**config.mk**
```make
export PLATFORM = sky130hd
export DESIGN_NAME = uarx_top
export DESIGN_NICKNAME = d
export VERILOG_FILES = /design/src/uarx_pkg.sv /design/src/uarx_shift.sv /design/src/uarx_top.sv
export SDC_FILE = /design/constraint.sdc
export NUM_CORES = 1
export LEC_CHECK = 0
export BUFFER_PORTS_ARGS = -buffer_cell sky130_fd_sc_hd__buf_2
export CAP_MARGIN = 30
export CORE_ASPECT_RATIO = 0.75
export CORE_MARGIN = 4
export CORE_UTILIZATION = 60
export DETAILED_ROUTE_END_ITERATION = 16
export GPL_TIMING_DRIVEN = 0
export PLACE_DENSITY = 0.87
export SYNTH_ARGS = -nofsm -noshare
export SYNTH_HDL_FRONTEND = slang
export SYNTH_SLANG_ARGS = --single-unit
```
**constraint.sdc**
```tcl
create_clock -name CLOCK -period 3.39 [get_ports CLOCK]
set_input_delay 0.678 -clock CLOCK [delete_from_list [all_inputs] [get_ports CLOCK]]
set_output_delay 0.678 -clock CLOCK [all_outputs]
set_load 0.1 [all_outputs]
```
**src/uarx_pkg.sv**
```systemverilog
// package for the asynchronous serial receiver: offsets, fields, reset values
package uarx_pkg;
    // ****************************************
    // register byte addresses
    // ****************************************
    localparam logic [11:0] UARX_OFF_CTRL = 12'h000;
    localparam logic [11:0] UARX_OFF_STAT = 12'h004;
    localparam logic [11:0] UARX_OFF_DATA = 12'h008;
    localparam logic [11:0] UARX_OFF_DIV = 12'h00C;
    localparam logic [11:0] UARX_OFF_IRQ_FLAG = 12'h010;
    localparam logic [11:0] UARX_OFF_IRQ_EN = 12'h014;
    localparam logic [11:0] UARX_OFF_CORE = 12'h018;
    // ****************************************
    // field positions
    // ****************************************
    localparam int UARX_CTRL_SPE = 0; // serial_port_enable
    localparam int UARX_CTRL_NINE = 1; // nine_bit_receive_enable
    localparam int UARX_CTRL_CRE = 2; // continuous_receive_enable
    localparam int UARX_CTRL_ADE = 3; // address_detect_enable
    localparam int UARX_CTRL_HSS = 4; // baud_high_speed_select
    localparam int UARX_CTRL_SYNC = 5; // clocked-mode select
    localparam int UARX_STAT_NINTH = 0;
    localparam int UARX_STAT_FERR = 1;
    localparam int UARX_STAT_OVERRUN_ERROR_FLAG = 2;
    localparam int UARX_STAT_FULL = 3;
    localparam int UARX_IRQ_RECV = 5; // receive flag / enable position
    localparam int UARX_CORE_PERIPHERAL_IRQ_ENABLE = 6;
    localparam int UARX_CORE_GIE = 7;
    // ****************************************
    // reset values and counts
    // ****************************************
    localparam logic [7:0] UARX_CTRL_RST = 8'h00;
    localparam logic [7:0] UARX_DIV_RST = 8'h00;
    localparam logic [7:0] UARX_IRQ_RST = 8'h00;
    localparam logic [7:0] UARX_CORE_RST = 8'h00;
    localparam logic [3:0] UARX_OVS_HIGH = 4'hF; // 16 ticks per bit, high speed
    localparam logic [5:0] UARX_PRE_LOW = 6'h03; // x4 prescale for low speed
    localparam logic [3:0] UARX_HALF_BIT = 4'h7;
    // received character handed to the buffer
    typedef struct packed
    {
        logic ninth;
        logic ferr;
        logic [7:0] data;
    } uarx_char_t;
endpackage

```
**src/uarx_shift.sv**
```systemverilog
// receive shift register: start detect, oversampled bit capture
`timescale 1ns/100ps
`default_nettype none
module uarx_shift
    import uarx_pkg::*;
(
    input wire logic clk,
    input wire logic rst,
    input wire logic run,
    input wire logic nine,
    input wire logic hss,
    input wire logic [7:0] divisor,
    input wire logic rxd,
    output logic done,
    output uarx_char_t chr
);
    typedef enum logic [2:0]
    {
        UARX_IDLE = 3'b001,
        UARX_START = 3'b010,
        UARX_BITS = 3'b100
    } uarx_state_t;

    uarx_state_t state_reg;
    logic [7:0] div_reg;
    logic [5:0] pre_reg;
    logic [3:0] ovs_reg;
    logic [3:0] cnt_reg;
    logic [9:0] sh_reg;
    logic rx_s1_reg;
    logic rx_s2_reg;
    // tick: divisor+1 clocks, times 4 more in low speed mode
    wire logic div_wrap = (div_reg == divisor);
    wire logic tick = div_wrap && (hss || pre_reg == UARX_PRE_LOW);
    wire logic mid = tick && (ovs_reg == UARX_HALF_BIT);
    wire logic [3:0] last_bit = nine ? 4'h9 : 4'h8;

    // ****************************************
    // line synchroniser and baud ticks
    // ****************************************
    always_ff @(posedge clk)
    begin
        rx_s1_reg <= rst ? 1'b1 : rxd;
        rx_s2_reg <= rst ? 1'b1 : rx_s1_reg;
        div_reg <= (rst || div_wrap || state_reg == UARX_IDLE) ? 8'h00 : div_reg + 8'h01;
        if (rst || state_reg == UARX_IDLE)
            pre_reg <= 6'h00;
        else if (div_wrap)
            pre_reg <= (pre_reg == UARX_PRE_LOW) ? 6'h00 : pre_reg + 6'h01;
        ovs_reg <= (rst || state_reg == UARX_IDLE) ? 4'h0 : (tick ? ovs_reg + 4'h1 : ovs_reg);
    end

    // ****************************************
    // frame state machine
    // ****************************************
    always_ff @(posedge clk)
    begin
        done <= 1'b0;
        if (rst || !run)
        begin
            state_reg <= UARX_IDLE; // idle while disabled
            cnt_reg <= 4'h0;
            sh_reg <= 10'h000;
            chr <= '0;
        end
        else
        begin
            case (state_reg)
                UARX_IDLE:
                    if (!rx_s2_reg)
                        state_reg <= UARX_START;
                UARX_START:
                    if (mid)
                    begin
                        // a glitch shorter than half a bit is ignored
                        state_reg <= rx_s2_reg ? UARX_IDLE : UARX_BITS;
                        cnt_reg <= 4'h0;
                    end
                UARX_BITS:
                    if (mid)
                    begin
                        // a mode change mid-frame still ends the frame here
                        if (cnt_reg >= last_bit)
                        begin
                            // stop bit sampled: hand over the character
                            done <= 1'b1;
                            chr.data <= sh_reg[7:0];
                            chr.ninth <= nine & sh_reg[8];
                            chr.ferr <= ~rx_s2_reg;
                            state_reg <= UARX_IDLE;
                        end
                        else
                        begin
                            sh_reg[cnt_reg] <= rx_s2_reg;
                            cnt_reg <= cnt_reg + 4'h1;
                        end
                    end
                default:
                    state_reg <= UARX_IDLE;
            endcase
        end
    end

    wire logic frame_len_ok = (cnt_reg <= last_bit);
    frame_len_a: assert property (@(posedge clk) disable iff (rst)
        state_reg == UARX_BITS |-> frame_len_ok)
        else $error("bit counter ran past frame end");
endmodule
`default_nettype wire

```
**src/uarx_top.sv**
```systemverilog
// top of the asynchronous serial receiver with its APB register file
// Contract
// - receiver idle while port enable clear
// - bit rate from divisor and speed select
// - nine-bit enable adds a ninth bit
// - receive only while continuous enable set
// - buffer load sets receive flag
// - interrupt needs flag and all enables
// - status shows errors and ninth bit
// - data read returns low eight bits
// - overrun cleared only by clearing continuous enable
// - address detect buffers only ninth-set characters
// - ninth bit reads one in address mode
// - address detect clear buffers every character
//
// Chosen here: the APB register port and the address map.
`timescale 1ns/100ps
`default_nettype none
module uarx_top
    import uarx_pkg::*;
(
    input wire logic CLOCK,
    input wire logic SYS_RST,
    input wire logic PSEL,
    input wire logic PENABLE,
    input wire logic PWRITE,
    input wire logic [11:0] PADDR,
    input wire logic [31:0] PWDATA,
    output logic [31:0] PRDATA,
    output logic PREADY,
    output logic PSLVERR,
    input wire logic RXD,
    output logic IRQ
);
    logic [7:0] ctrl_reg;
    logic [7:0] div_reg;
    logic [7:0] ien_reg;
    logic [7:0] core_reg;
    logic full_reg;
    logic overrun_error_flag_reg;
    logic irq_flag_reg;
    logic pop_ok_reg;
    uarx_char_t buf_reg;
    logic done;
    uarx_char_t chr;

    // ****************************************
    // bus decode
    // ****************************************
    wire logic acc = PSEL && PENABLE && PREADY;
    wire logic wr = acc && PWRITE;
    wire logic rd = acc && !PWRITE;
    wire logic hit_ctrl = (PADDR == UARX_OFF_CTRL);
    wire logic hit_stat = (PADDR == UARX_OFF_STAT);
    wire logic hit_data = (PADDR == UARX_OFF_DATA);
    wire logic hit_div = (PADDR == UARX_OFF_DIV);
    wire logic hit_flag = (PADDR == UARX_OFF_IRQ_FLAG);
    wire logic hit_ien = (PADDR == UARX_OFF_IRQ_EN);
    wire logic hit_core = (PADDR == UARX_OFF_CORE);
    wire logic mapped = hit_ctrl | hit_stat | hit_data | hit_div | hit_flag | hit_ien | hit_core;

    // ****************************************
    // receiver control view
    // ****************************************
    // clocked-mode bit set means the async receiver stays off
    wire logic port_on = ctrl_reg[UARX_CTRL_SPE] && !ctrl_reg[UARX_CTRL_SYNC];
    wire logic cre = ctrl_reg[UARX_CTRL_CRE];
    wire logic nine = ctrl_reg[UARX_CTRL_NINE];
    wire logic address_detect_enable = ctrl_reg[UARX_CTRL_ADE] && nine;
    wire logic run = port_on && cre;
    // address mode drops characters whose ninth bit is clear
    wire logic accept = done && (!address_detect_enable || chr.ninth);
    wire logic load = accept && !full_reg && !overrun_error_flag_reg;
    wire logic overrun = accept && full_reg;
    // a read that found the buffer empty must not pop a character loaded meanwhile
    wire logic pop = rd && hit_data && pop_ok_reg;
    wire logic cre_clear = wr && hit_ctrl && !PWDATA[UARX_CTRL_CRE];

    uarx_shift u_shift
    (
        .clk(CLOCK),
        .rst(SYS_RST),
        .run(run),
        .nine(nine),
        .hss(ctrl_reg[UARX_CTRL_HSS]),
        .divisor(div_reg),
        .rxd(RXD),
        .done(done),
        .chr(chr)
    );

    // ****************************************
    // software registers
    // ****************************************
    always_ff @(posedge CLOCK)
    begin
        if (SYS_RST)
        begin
            ctrl_reg <= UARX_CTRL_RST;
            div_reg <= UARX_DIV_RST;
            ien_reg <= UARX_IRQ_RST;
            core_reg <= UARX_CORE_RST;
        end
        else
        begin
            if (wr && hit_ctrl)
                ctrl_reg <= {2'b00, PWDATA[5:0]};
            if (wr && hit_div)
                div_reg <= PWDATA[7:0];
            if (wr && hit_ien)
                ien_reg <= PWDATA[7:0];
            if (wr && hit_core)
                core_reg <= PWDATA[7:0];
        end
    end

    // ****************************************
    // receive buffer, overrun and flag
    // ****************************************
    // one-deep buffer; load wins over a same-cycle pop
    always_ff @(posedge CLOCK)
    begin
        if (SYS_RST)
        begin
            full_reg <= 1'b0;
            buf_reg <= '0;
            overrun_error_flag_reg <= 1'b0;
            pop_ok_reg <= 1'b0;
        end
        else
        begin
            pop_ok_reg <= full_reg; // buffer state when read data is latched
            if (load)
            begin
                full_reg <= 1'b1;
                buf_reg <= chr;
                buf_reg.ninth <= chr.ninth | address_detect_enable;
            end
            else if (pop)
                full_reg <= 1'b0;
            if (overrun)
                overrun_error_flag_reg <= 1'b1;
            else if (cre_clear || !cre)
                overrun_error_flag_reg <= 1'b0;
        end
    end

    // receive flag mirrors buffer occupancy, sticky until emptied
    always_ff @(posedge CLOCK)
    begin
        if (SYS_RST)
            irq_flag_reg <= 1'b0;
        else if (load)
            irq_flag_reg <= 1'b1;
        else if (pop || (wr && hit_flag && PWDATA[UARX_IRQ_RECV] && !full_reg))
            irq_flag_reg <= 1'b0;
    end

    // ****************************************
    // interrupt and read data
    // ****************************************
    wire logic irq_next = irq_flag_reg && ien_reg[UARX_IRQ_RECV]
        && core_reg[UARX_CORE_PERIPHERAL_IRQ_ENABLE] && core_reg[UARX_CORE_GIE];
    wire logic [7:0] stat_view = {4'h0, full_reg, overrun_error_flag_reg, buf_reg.ferr, buf_reg.ninth};
    wire logic [7:0] flag_view = {2'b00, irq_flag_reg, 5'b00000};
    wire logic [7:0] rd_sel =
        hit_ctrl ? ctrl_reg :
        hit_stat ? stat_view :
        hit_data ? buf_reg.data :
        hit_div ? div_reg :
        hit_flag ? flag_view :
        hit_ien ? ien_reg :
        hit_core ? core_reg : 8'h00;

    always_ff @(posedge CLOCK)
    begin
        if (SYS_RST)
        begin
            PREADY <= 1'b0;
            PRDATA <= 32'h0000_0000;
            PSLVERR <= 1'b0;
            IRQ <= 1'b0;
        end
        else
        begin
            // one wait state: ready rises in the second access cycle
            PREADY <= PSEL && PENABLE && !PREADY;
            PRDATA <= {24'h00_0000, rd_sel};
            PSLVERR <= PSEL && PENABLE && !PREADY && !mapped;
            IRQ <= irq_next;
        end
    end

    // ****************************************
    // bus checks
    // ****************************************
    // ready answers one access cycle, once
    ready_pulse_a: assert property (@(posedge CLOCK) disable iff (SYS_RST)
        PREADY |=> !PREADY)
        else $error("ready held longer than one cycle");

    ready_access_a: assert property (@(posedge CLOCK) disable iff (SYS_RST)
        PREADY |-> $past(PSEL) && $past(PENABLE))
        else $error("ready without an access cycle");

    slverr_ready_a: assert property (@(posedge CLOCK) disable iff (SYS_RST)
        PSLVERR |-> PREADY)
        else $error("slave error outside ready");

    slverr_map_a: assert property (@(posedge CLOCK) disable iff (SYS_RST)
        PREADY |-> (PSLVERR == !$past(mapped)))
        else $error("slave error does not match decode");

    // ****************************************
    // receive checks
    // ****************************************
    // buffer, flag and interrupt line
    flag_on_load_a: assert property (@(posedge CLOCK) disable iff (SYS_RST)
        load |=> irq_flag_reg && full_reg)
        else $error("receive flag missing after buffer load");

    flag_full_a: assert property (@(posedge CLOCK) disable iff (SYS_RST)
        irq_flag_reg == full_reg)
        else $error("receive flag differs from buffer state");

    pop_clear_a: assert property (@(posedge CLOCK) disable iff (SYS_RST)
        pop && !load |=> !full_reg && !irq_flag_reg)
        else $error("data read did not empty buffer");

    irq_gating_a: assert property (@(posedge CLOCK) disable iff (SYS_RST)
        IRQ |-> $past(irq_flag_reg) && $past(ien_reg[UARX_IRQ_RECV]))
        else $error("interrupt without flag and enable");

    irq_rise_a: assert property (@(posedge CLOCK) disable iff (SYS_RST)
        irq_next |=> IRQ)
        else $error("interrupt missing with flag and enables set");

    irq_fall_a: assert property (@(posedge CLOCK) disable iff (SYS_RST)
        !irq_next |=> !IRQ)
        else $error("interrupt high without its conditions");

    // overrun handling
    overrun_set_a: assert property (@(posedge CLOCK) disable iff (SYS_RST)
        overrun |=> overrun_error_flag_reg)
        else $error("overrun not flagged");

    overrun_block_a: assert property (@(posedge CLOCK) disable iff (SYS_RST)
        overrun_error_flag_reg |-> !load)
        else $error("buffer loaded during overrun");

    overrun_hold_a: assert property (@(posedge CLOCK) disable iff (SYS_RST)
        overrun_error_flag_reg && cre && !cre_clear |=> overrun_error_flag_reg)
        else $error("overrun cleared while receive enabled");

    overrun_error_flag_drop_a: assert property (@(posedge CLOCK) disable iff (SYS_RST)
        !cre && !overrun |=> !overrun_error_flag_reg)
        else $error("overrun kept with receive disabled");

    cre_clear_a: assert property (@(posedge CLOCK) disable iff (SYS_RST)
        cre_clear && !overrun |=> !overrun_error_flag_reg)
        else $error("overrun kept after receive enable write");

    // enables
    run_done_a: assert property (@(posedge CLOCK) disable iff (SYS_RST)
        !run |=> !done)
        else $error("character completed while receive off");

    idle_off_a: assert property (@(posedge CLOCK) disable iff (SYS_RST)
        !port_on |-> !load)
        else $error("load while port disabled");

    sync_off_a: assert property (@(posedge CLOCK) disable iff (SYS_RST)
        ctrl_reg[UARX_CTRL_SYNC] |-> !run)
        else $error("receiver running in clocked mode");

    // address detection
    address_detect_enable_nine_a: assert property (@(posedge CLOCK) disable iff (SYS_RST)
        address_detect_enable |-> nine)
        else $error("address detect without nine-bit mode");

    addr_filter_a: assert property (@(posedge CLOCK) disable iff (SYS_RST)
        done && address_detect_enable && !chr.ninth |=> $stable(buf_reg))
        else $error("address mode buffered a data character");

    addr_drop_a: assert property (@(posedge CLOCK) disable iff (SYS_RST)
        done && address_detect_enable && !chr.ninth && !irq_flag_reg |=> !irq_flag_reg)
        else $error("address mode flagged a data character");

    addr_ninth_a: assert property (@(posedge CLOCK) disable iff (SYS_RST)
        load && address_detect_enable |=> buf_reg.ninth)
        else $error("ninth bit not one in address mode");

    // buffered character contents
    ninth_eight_a: assert property (@(posedge CLOCK) disable iff (SYS_RST)
        load && !nine && !$past(nine) |=> !buf_reg.ninth)
        else $error("ninth bit set in eight-bit mode");

    data_copy_a: assert property (@(posedge CLOCK) disable iff (SYS_RST)
        load |=> buf_reg.data == $past(chr.data))
        else $error("buffered data differs from received character");

    ferr_copy_a: assert property (@(posedge CLOCK) disable iff (SYS_RST)
        load |=> buf_reg.ferr == $past(chr.ferr))
        else $error("framing error not kept with character");
endmodule
`default_nettype wire

```
==> Implementation_results.wiki <==
{| class="wikitable"
! Metric !! Value
|-
| Initial antenna violation count || 0
|-
| DRT iter0 DRCs || 251
|-
| Number of synthesis warnings || 0
|-
| Clk sink count || ~100
|-
| Root Driver || sky130_fd_sc_hd__clkbuf_8
|-
| Total count of hold-check failures in the final report || 0
|-
| Fraction of the cycle the final worst path needs || 71.5%
|-
| Number of buffers and inverters on the critical path || 2
|-
| Layout overhead on the synthesized area || 12.2%
|-
| Register area share after synthesis || between 40% and 50%
|-
| Grt ovf || 0
|-
| Top-area cell type share of the netlist area || ~42%
|-
| Achievable frequency || just over 400 MHz
|-
| Drt via density || between 5 and 6
|-
| Worst reg2reg path startpoint || u_shift.cnt_reg[0]$_SDFFE_PP0P_
|-
| Share of post-route cells with drive strength above 1 || 17.5%
|-
| Post-route DRC || 0
|-
| Die area || between 9000 and 10,000 sq um
|-
| Postcts setup bufs || 0
|-
| Post-detailed-route count of antenna-violating nets || 0
|-
| Tmin final || 2.42 ns
|-
| Static power due to leakage || ~2.2 nW
|-
| Library cell with the largest summed area after synthesis || sky130_fd_sc_hd__dfxtp_1
|-
| Relative slew slack || 46.9%
|-
| TritonRoute pass-1 iters || 5
|-
| Number of maximum-capacitance constraint violations || 0
|-
| Flip-flop and latch count after synthesis || about 100
|-
| Family of cells with the greatest summed delay on the critical path || simple AND/OR/NAND/NOR gates
|-
| Slowest library cell on the worst path || sky130_fd_sc_hd__or4b_4
|-
| Number of enable flip-flop cells after synthesis || 0
|-
| Maximum count of clock buffers along a single path || 2
|-
| Clock tree from TritonCTS || built
|-
| CTS buffer count || 9
|-
| Dpl ws || 0.882 ns
|-
| Share of synthesized registers carrying an async set or reset || 0%
|-
| Routed vias || 3,867
|-
| Class of the most critical setup path || flip-flop to flip-flop
|-
| Maximum number of pins on one net before global-route repair || 19
|-
| Via count of the first global-routing pass || about 3.7k
|-
| Final wirelength || ~11,000 um
|-
| Startpoint of the worst hold path || u_shift.rx_s1_reg$_SDFF_PP1_
|-
| Cell Chain, Critical Path || inv_1 -> ha_1 -> or4b_4 -> a21o_1 -> nor4_4 -> buf_6 -> nand3_1 -> mux2i_1
|-
| Total power divided by cell area || between 400 and 500 nW/um^2
|-
| Worst hold slack || roughly 0.42 ns
|-
| CP Data Required Time || ~3.7 ns
|-
| Die Span Y || 85.8 um
|-
| Slowest stage delay, CP || 0.49 ns
|-
| WL met2 || slightly below 5000 um
|-
| Clock edge transition at the registers on the reported setup and hold paths || roughly 0.1 ns
|-
| Setup ws final || between 0.9 and 1 ns
|-
| Worst clock skew || 0.0100 ns
|-
| Clk Latency, worst-skew pair || around 0.38 ns
|-
| Measured slew at the worst slew-check pin || between 0.7 and 0.8 ns
|-
| Sum of negative setup slack || 0 ns
|-
| Net count reported at finish || roughly 640
|-
| Area of combinational cells with multiple inputs || between 2000 and 3000 sq um
|-
| Count of input and output buffers || 34
|-
| Num ports || between 80 and 90
|-
| Synthesized area || between 4000 and 5000 sq um
|-
| H-Tree Depth || 3
|-
| Synth cell types || 63
|-
| Die Width || about 110 um
|-
| Global-route wire length before repair || 18,000 um
|-
| Top cells by area in the synthesized netlist || sky130_fd_sc_hd__dfxtp_1, sky130_fd_sc_hd__mux2i_1, sky130_fd_sc_hd__nor2_1
|-
| Overall global routing resource usage || between 20% and 30%
|-
| Outcome || complete, no violations
|-
| Final weighted congestion of routability-driven global placement || 0.910
|-
| Core region area || around 7900 sq um
|-
| Hold bufs inserted after CTS || 0
|-
| Launching instance or port of the critical path || u_shift.cnt_reg[0]$_SDFFE_PP0P_
|-
| RSZ-0062 raised after global routing || no
|-
| DP HPWL || roughly 8100 um
|-
| Sequential cell area in the final layout || between 2000 and 2500 sq um
|-
| Startpoint Class || flip-flop
|-
| Detail-routed net length per standard cell || roughly 16 um
|-
| Post-synthesis average cell area || about 9.4 sq um
|-
| Post-route met1 wirelength || 4960 um
|-
| Count of fill cells added during filler insertion || 632
|-
| Highest metal layer with signal wires || met4
|-
| Number of gates resized after CTS || 0
|-
| Critical path capture point type || flip-flop
|-
| Class of the tightest hold or removal check || flip-flop to flip-flop
|-
| Count of mapped cells out of synthesis || 517
|-
| Max-slew violation total from the final report || 0
|-
| Number of standard-cell rows in the floorplan || 28
|-
| Final setup viols || 0
|-
| Crit Path Max Fanout || 10
|-
| Initial Utilization || 61.4%
|-
| CP arrival || ~2.7 ns
|-
| Number of antenna cells inserted || 0
|-
| Met3 Routed Length || 761 um
|-
| Peak VDD IR || between 0.4 and 0.5 mV
|-
| Most instantiated flip-flop cell in the synthesis netlist || sky130_fd_sc_hd__dfxtp_1
|}
==> area by class of cell <==
type,count,share of cell area (%)
repair buffers,34,3.13
clock inverters,7,1.47
inverters,10,0.691
flip-flops and latches,102,37.6
multi-input cells,378,47.0
clock buffers,9,2.28
well taps,105,2.42
plain buffers,50,5.44
==> logic make-up (layout without fill, tap and decap cells) <==
| kind of cell | after synthesis | count (layout) | synth area share, % |
|---|---|---|---|
| other | 1 | 24 | 0.0775 |
| DFF | 102 | 102 | 42.2 |
| buffers and inverters | 60 | 110 | 6.87 |
| AOI/OAI and AO/OA | 73 | 73 | 10.4 |
| adders and majority gates | 8 | 8 | 2.07 |
| xor gates and xnor gates | 23 | 23 | 4.16 |
| muxes | 56 | 56 | 11.6 |
| and+or+nand+nor | 194 | 194 | 22.6 |
==> through the flow <==
| step | utilization (%) | area (sq um) | instances | power (W) |
|---|---|---|---|---|
| CTS | 68.9 | 5430 | 695 | 0.00223 |
| global placement | 66.3 | 5230 | 679 | 0.00145 |
| floorplan | - | 4930 | 540 | 0.00141 |
| finish | 68.9 | 5430 | 695 | 0.00221 |
| global route | 68.9 | 5430 | 695 | 0.00229 |
| detailed placement | 66.3 | 5230 | 679 | 0.00145 |
==> worst register-to-register path: stages, from the launching register on <==
cell and delay (ns):
sky130_fd_sc_hd__dfxtp_1 0.43, sky130_fd_sc_hd__inv_1 0.11, sky130_fd_sc_hd__ha_1 0.29, sky130_fd_sc_hd__or4b_4 0.49, sky130_fd_sc_hd__a21o_1 0.26, sky130_fd_sc_hd__nor4_4 0.29, sky130_fd_sc_hd__buf_6 0.20, sky130_fd_sc_hd__nand3_1 0.12
sky130_fd_sc_hd__mux2i_1 0.14
==> path summary, 6_finish.rpt <==
path / cells past startpoint / endpoint / slack, ns
setup / recovery: 8 / u_shift.sh_reg[2]$_SDFFE_PP0P_ / 0.97
hold / removal: 1 / u_shift.rx_s2_reg$_SDFF_PP1_ / 0.42
setup reg to reg: 8 / u_shift.sh_reg[2]$_SDFFE_PP0P_ / 0.97
hold reg to reg: 1 / u_shift.rx_s2_reg$_SDFF_PP1_ / 0.42
==> report_power, final <==
group	switching (W)	internal [W]	leakage (nW)
clock	0.000435	0.000353	0.103
combinational	0.000181	0.0000452	1.27
sequential	0.00000119	0.00120	0.822
total	0.000618	0.00160	2.19
==> per-layer routing <==
| layer | vias up | track usage (%) |
|---|---|---|
| met2 | 130 | 36.8 |
| met5 | - | 0 |
| met3 | 14 | 5.92 |
| met4 | 0 | 6.52 |
| li1 | 1907 | - |
| met1 | 1816 | 31.7 |
==> cells in the mapped netlist, types with 3 or more instances <==
library cell,number
sky130_fd_sc_hd__a22o_1,4
sky130_fd_sc_hd__nand3b_1,4
sky130_fd_sc_hd__nor4_1,3
sky130_fd_sc_hd__a22oi_1,4
sky130_fd_sc_hd__ha_1,8
sky130_fd_sc_hd__xnor2_1,17
sky130_fd_sc_hd__inv_1,9
sky130_fd_sc_hd__nor2_1,75
sky130_fd_sc_hd__and3_1,3
sky130_fd_sc_hd__a2bb2oi_1,4
sky130_fd_sc_hd__nor2b_1,10
sky130_fd_sc_hd__o21ai_0,18
sky130_fd_sc_hd__a21oi_1,12
sky130_fd_sc_hd__clkbuf_1,16
sky130_fd_sc_hd__o2bb2ai_1,7
sky130_fd_sc_hd__nand3_1,25
sky130_fd_sc_hd__xor2_1,6
sky130_fd_sc_hd__nand2_1,29
sky130_fd_sc_hd__a21o_1,3
sky130_fd_sc_hd__buf_2,5
sky130_fd_sc_hd__buf_1,3
sky130_fd_sc_hd__nor4_4,5
sky130_fd_sc_hd__nand2b_1,3
sky130_fd_sc_hd__buf_4,25
sky130_fd_sc_hd__nor3_1,6
sky130_fd_sc_hd__a2111oi_0,5
sky130_fd_sc_hd__or2_2,3
sky130_fd_sc_hd__mux2i_1,55
sky130_fd_sc_hd__dfxtp_1,102
sky130_fd_sc_hd__or3_1,3
sky130_fd_sc_hd__nand4_1,5
==> cells in the final DEF, fill, tap and decap left out, types with 5 or more instances in the layout <==
cell,Yosys,final
sky130_fd_sc_hd__buf_4,25,25
sky130_fd_sc_hd__mux2i_1,55,55
sky130_fd_sc_hd__a21oi_1,12,12
sky130_fd_sc_hd__nor2b_1,10,10
sky130_fd_sc_hd__nor2_1,75,75
sky130_fd_sc_hd__clkbuf_8,0,9
sky130_fd_sc_hd__nand4_1,5,5
sky130_fd_sc_hd__xor2_1,6,6
sky130_fd_sc_hd__a2111oi_0,5,5
sky130_fd_sc_hd__nor4_4,5,5
sky130_fd_sc_hd__nor3_1,6,6
sky130_fd_sc_hd__clkbuf_1,16,16
sky130_fd_sc_hd__buf_2,5,39
sky130_fd_sc_hd__nand3_1,25,25
sky130_fd_sc_hd__nand2_1,29,29
sky130_fd_sc_hd__o2bb2ai_1,7,7
sky130_fd_sc_hd__conb_1,1,24
sky130_fd_sc_hd__dfxtp_1,102,102
sky130_fd_sc_hd__inv_1,9,9
sky130_fd_sc_hd__xnor2_1,17,17
sky130_fd_sc_hd__o21ai_0,18,18
sky130_fd_sc_hd__ha_1,8,8
(Power assumes the default switching activity.)
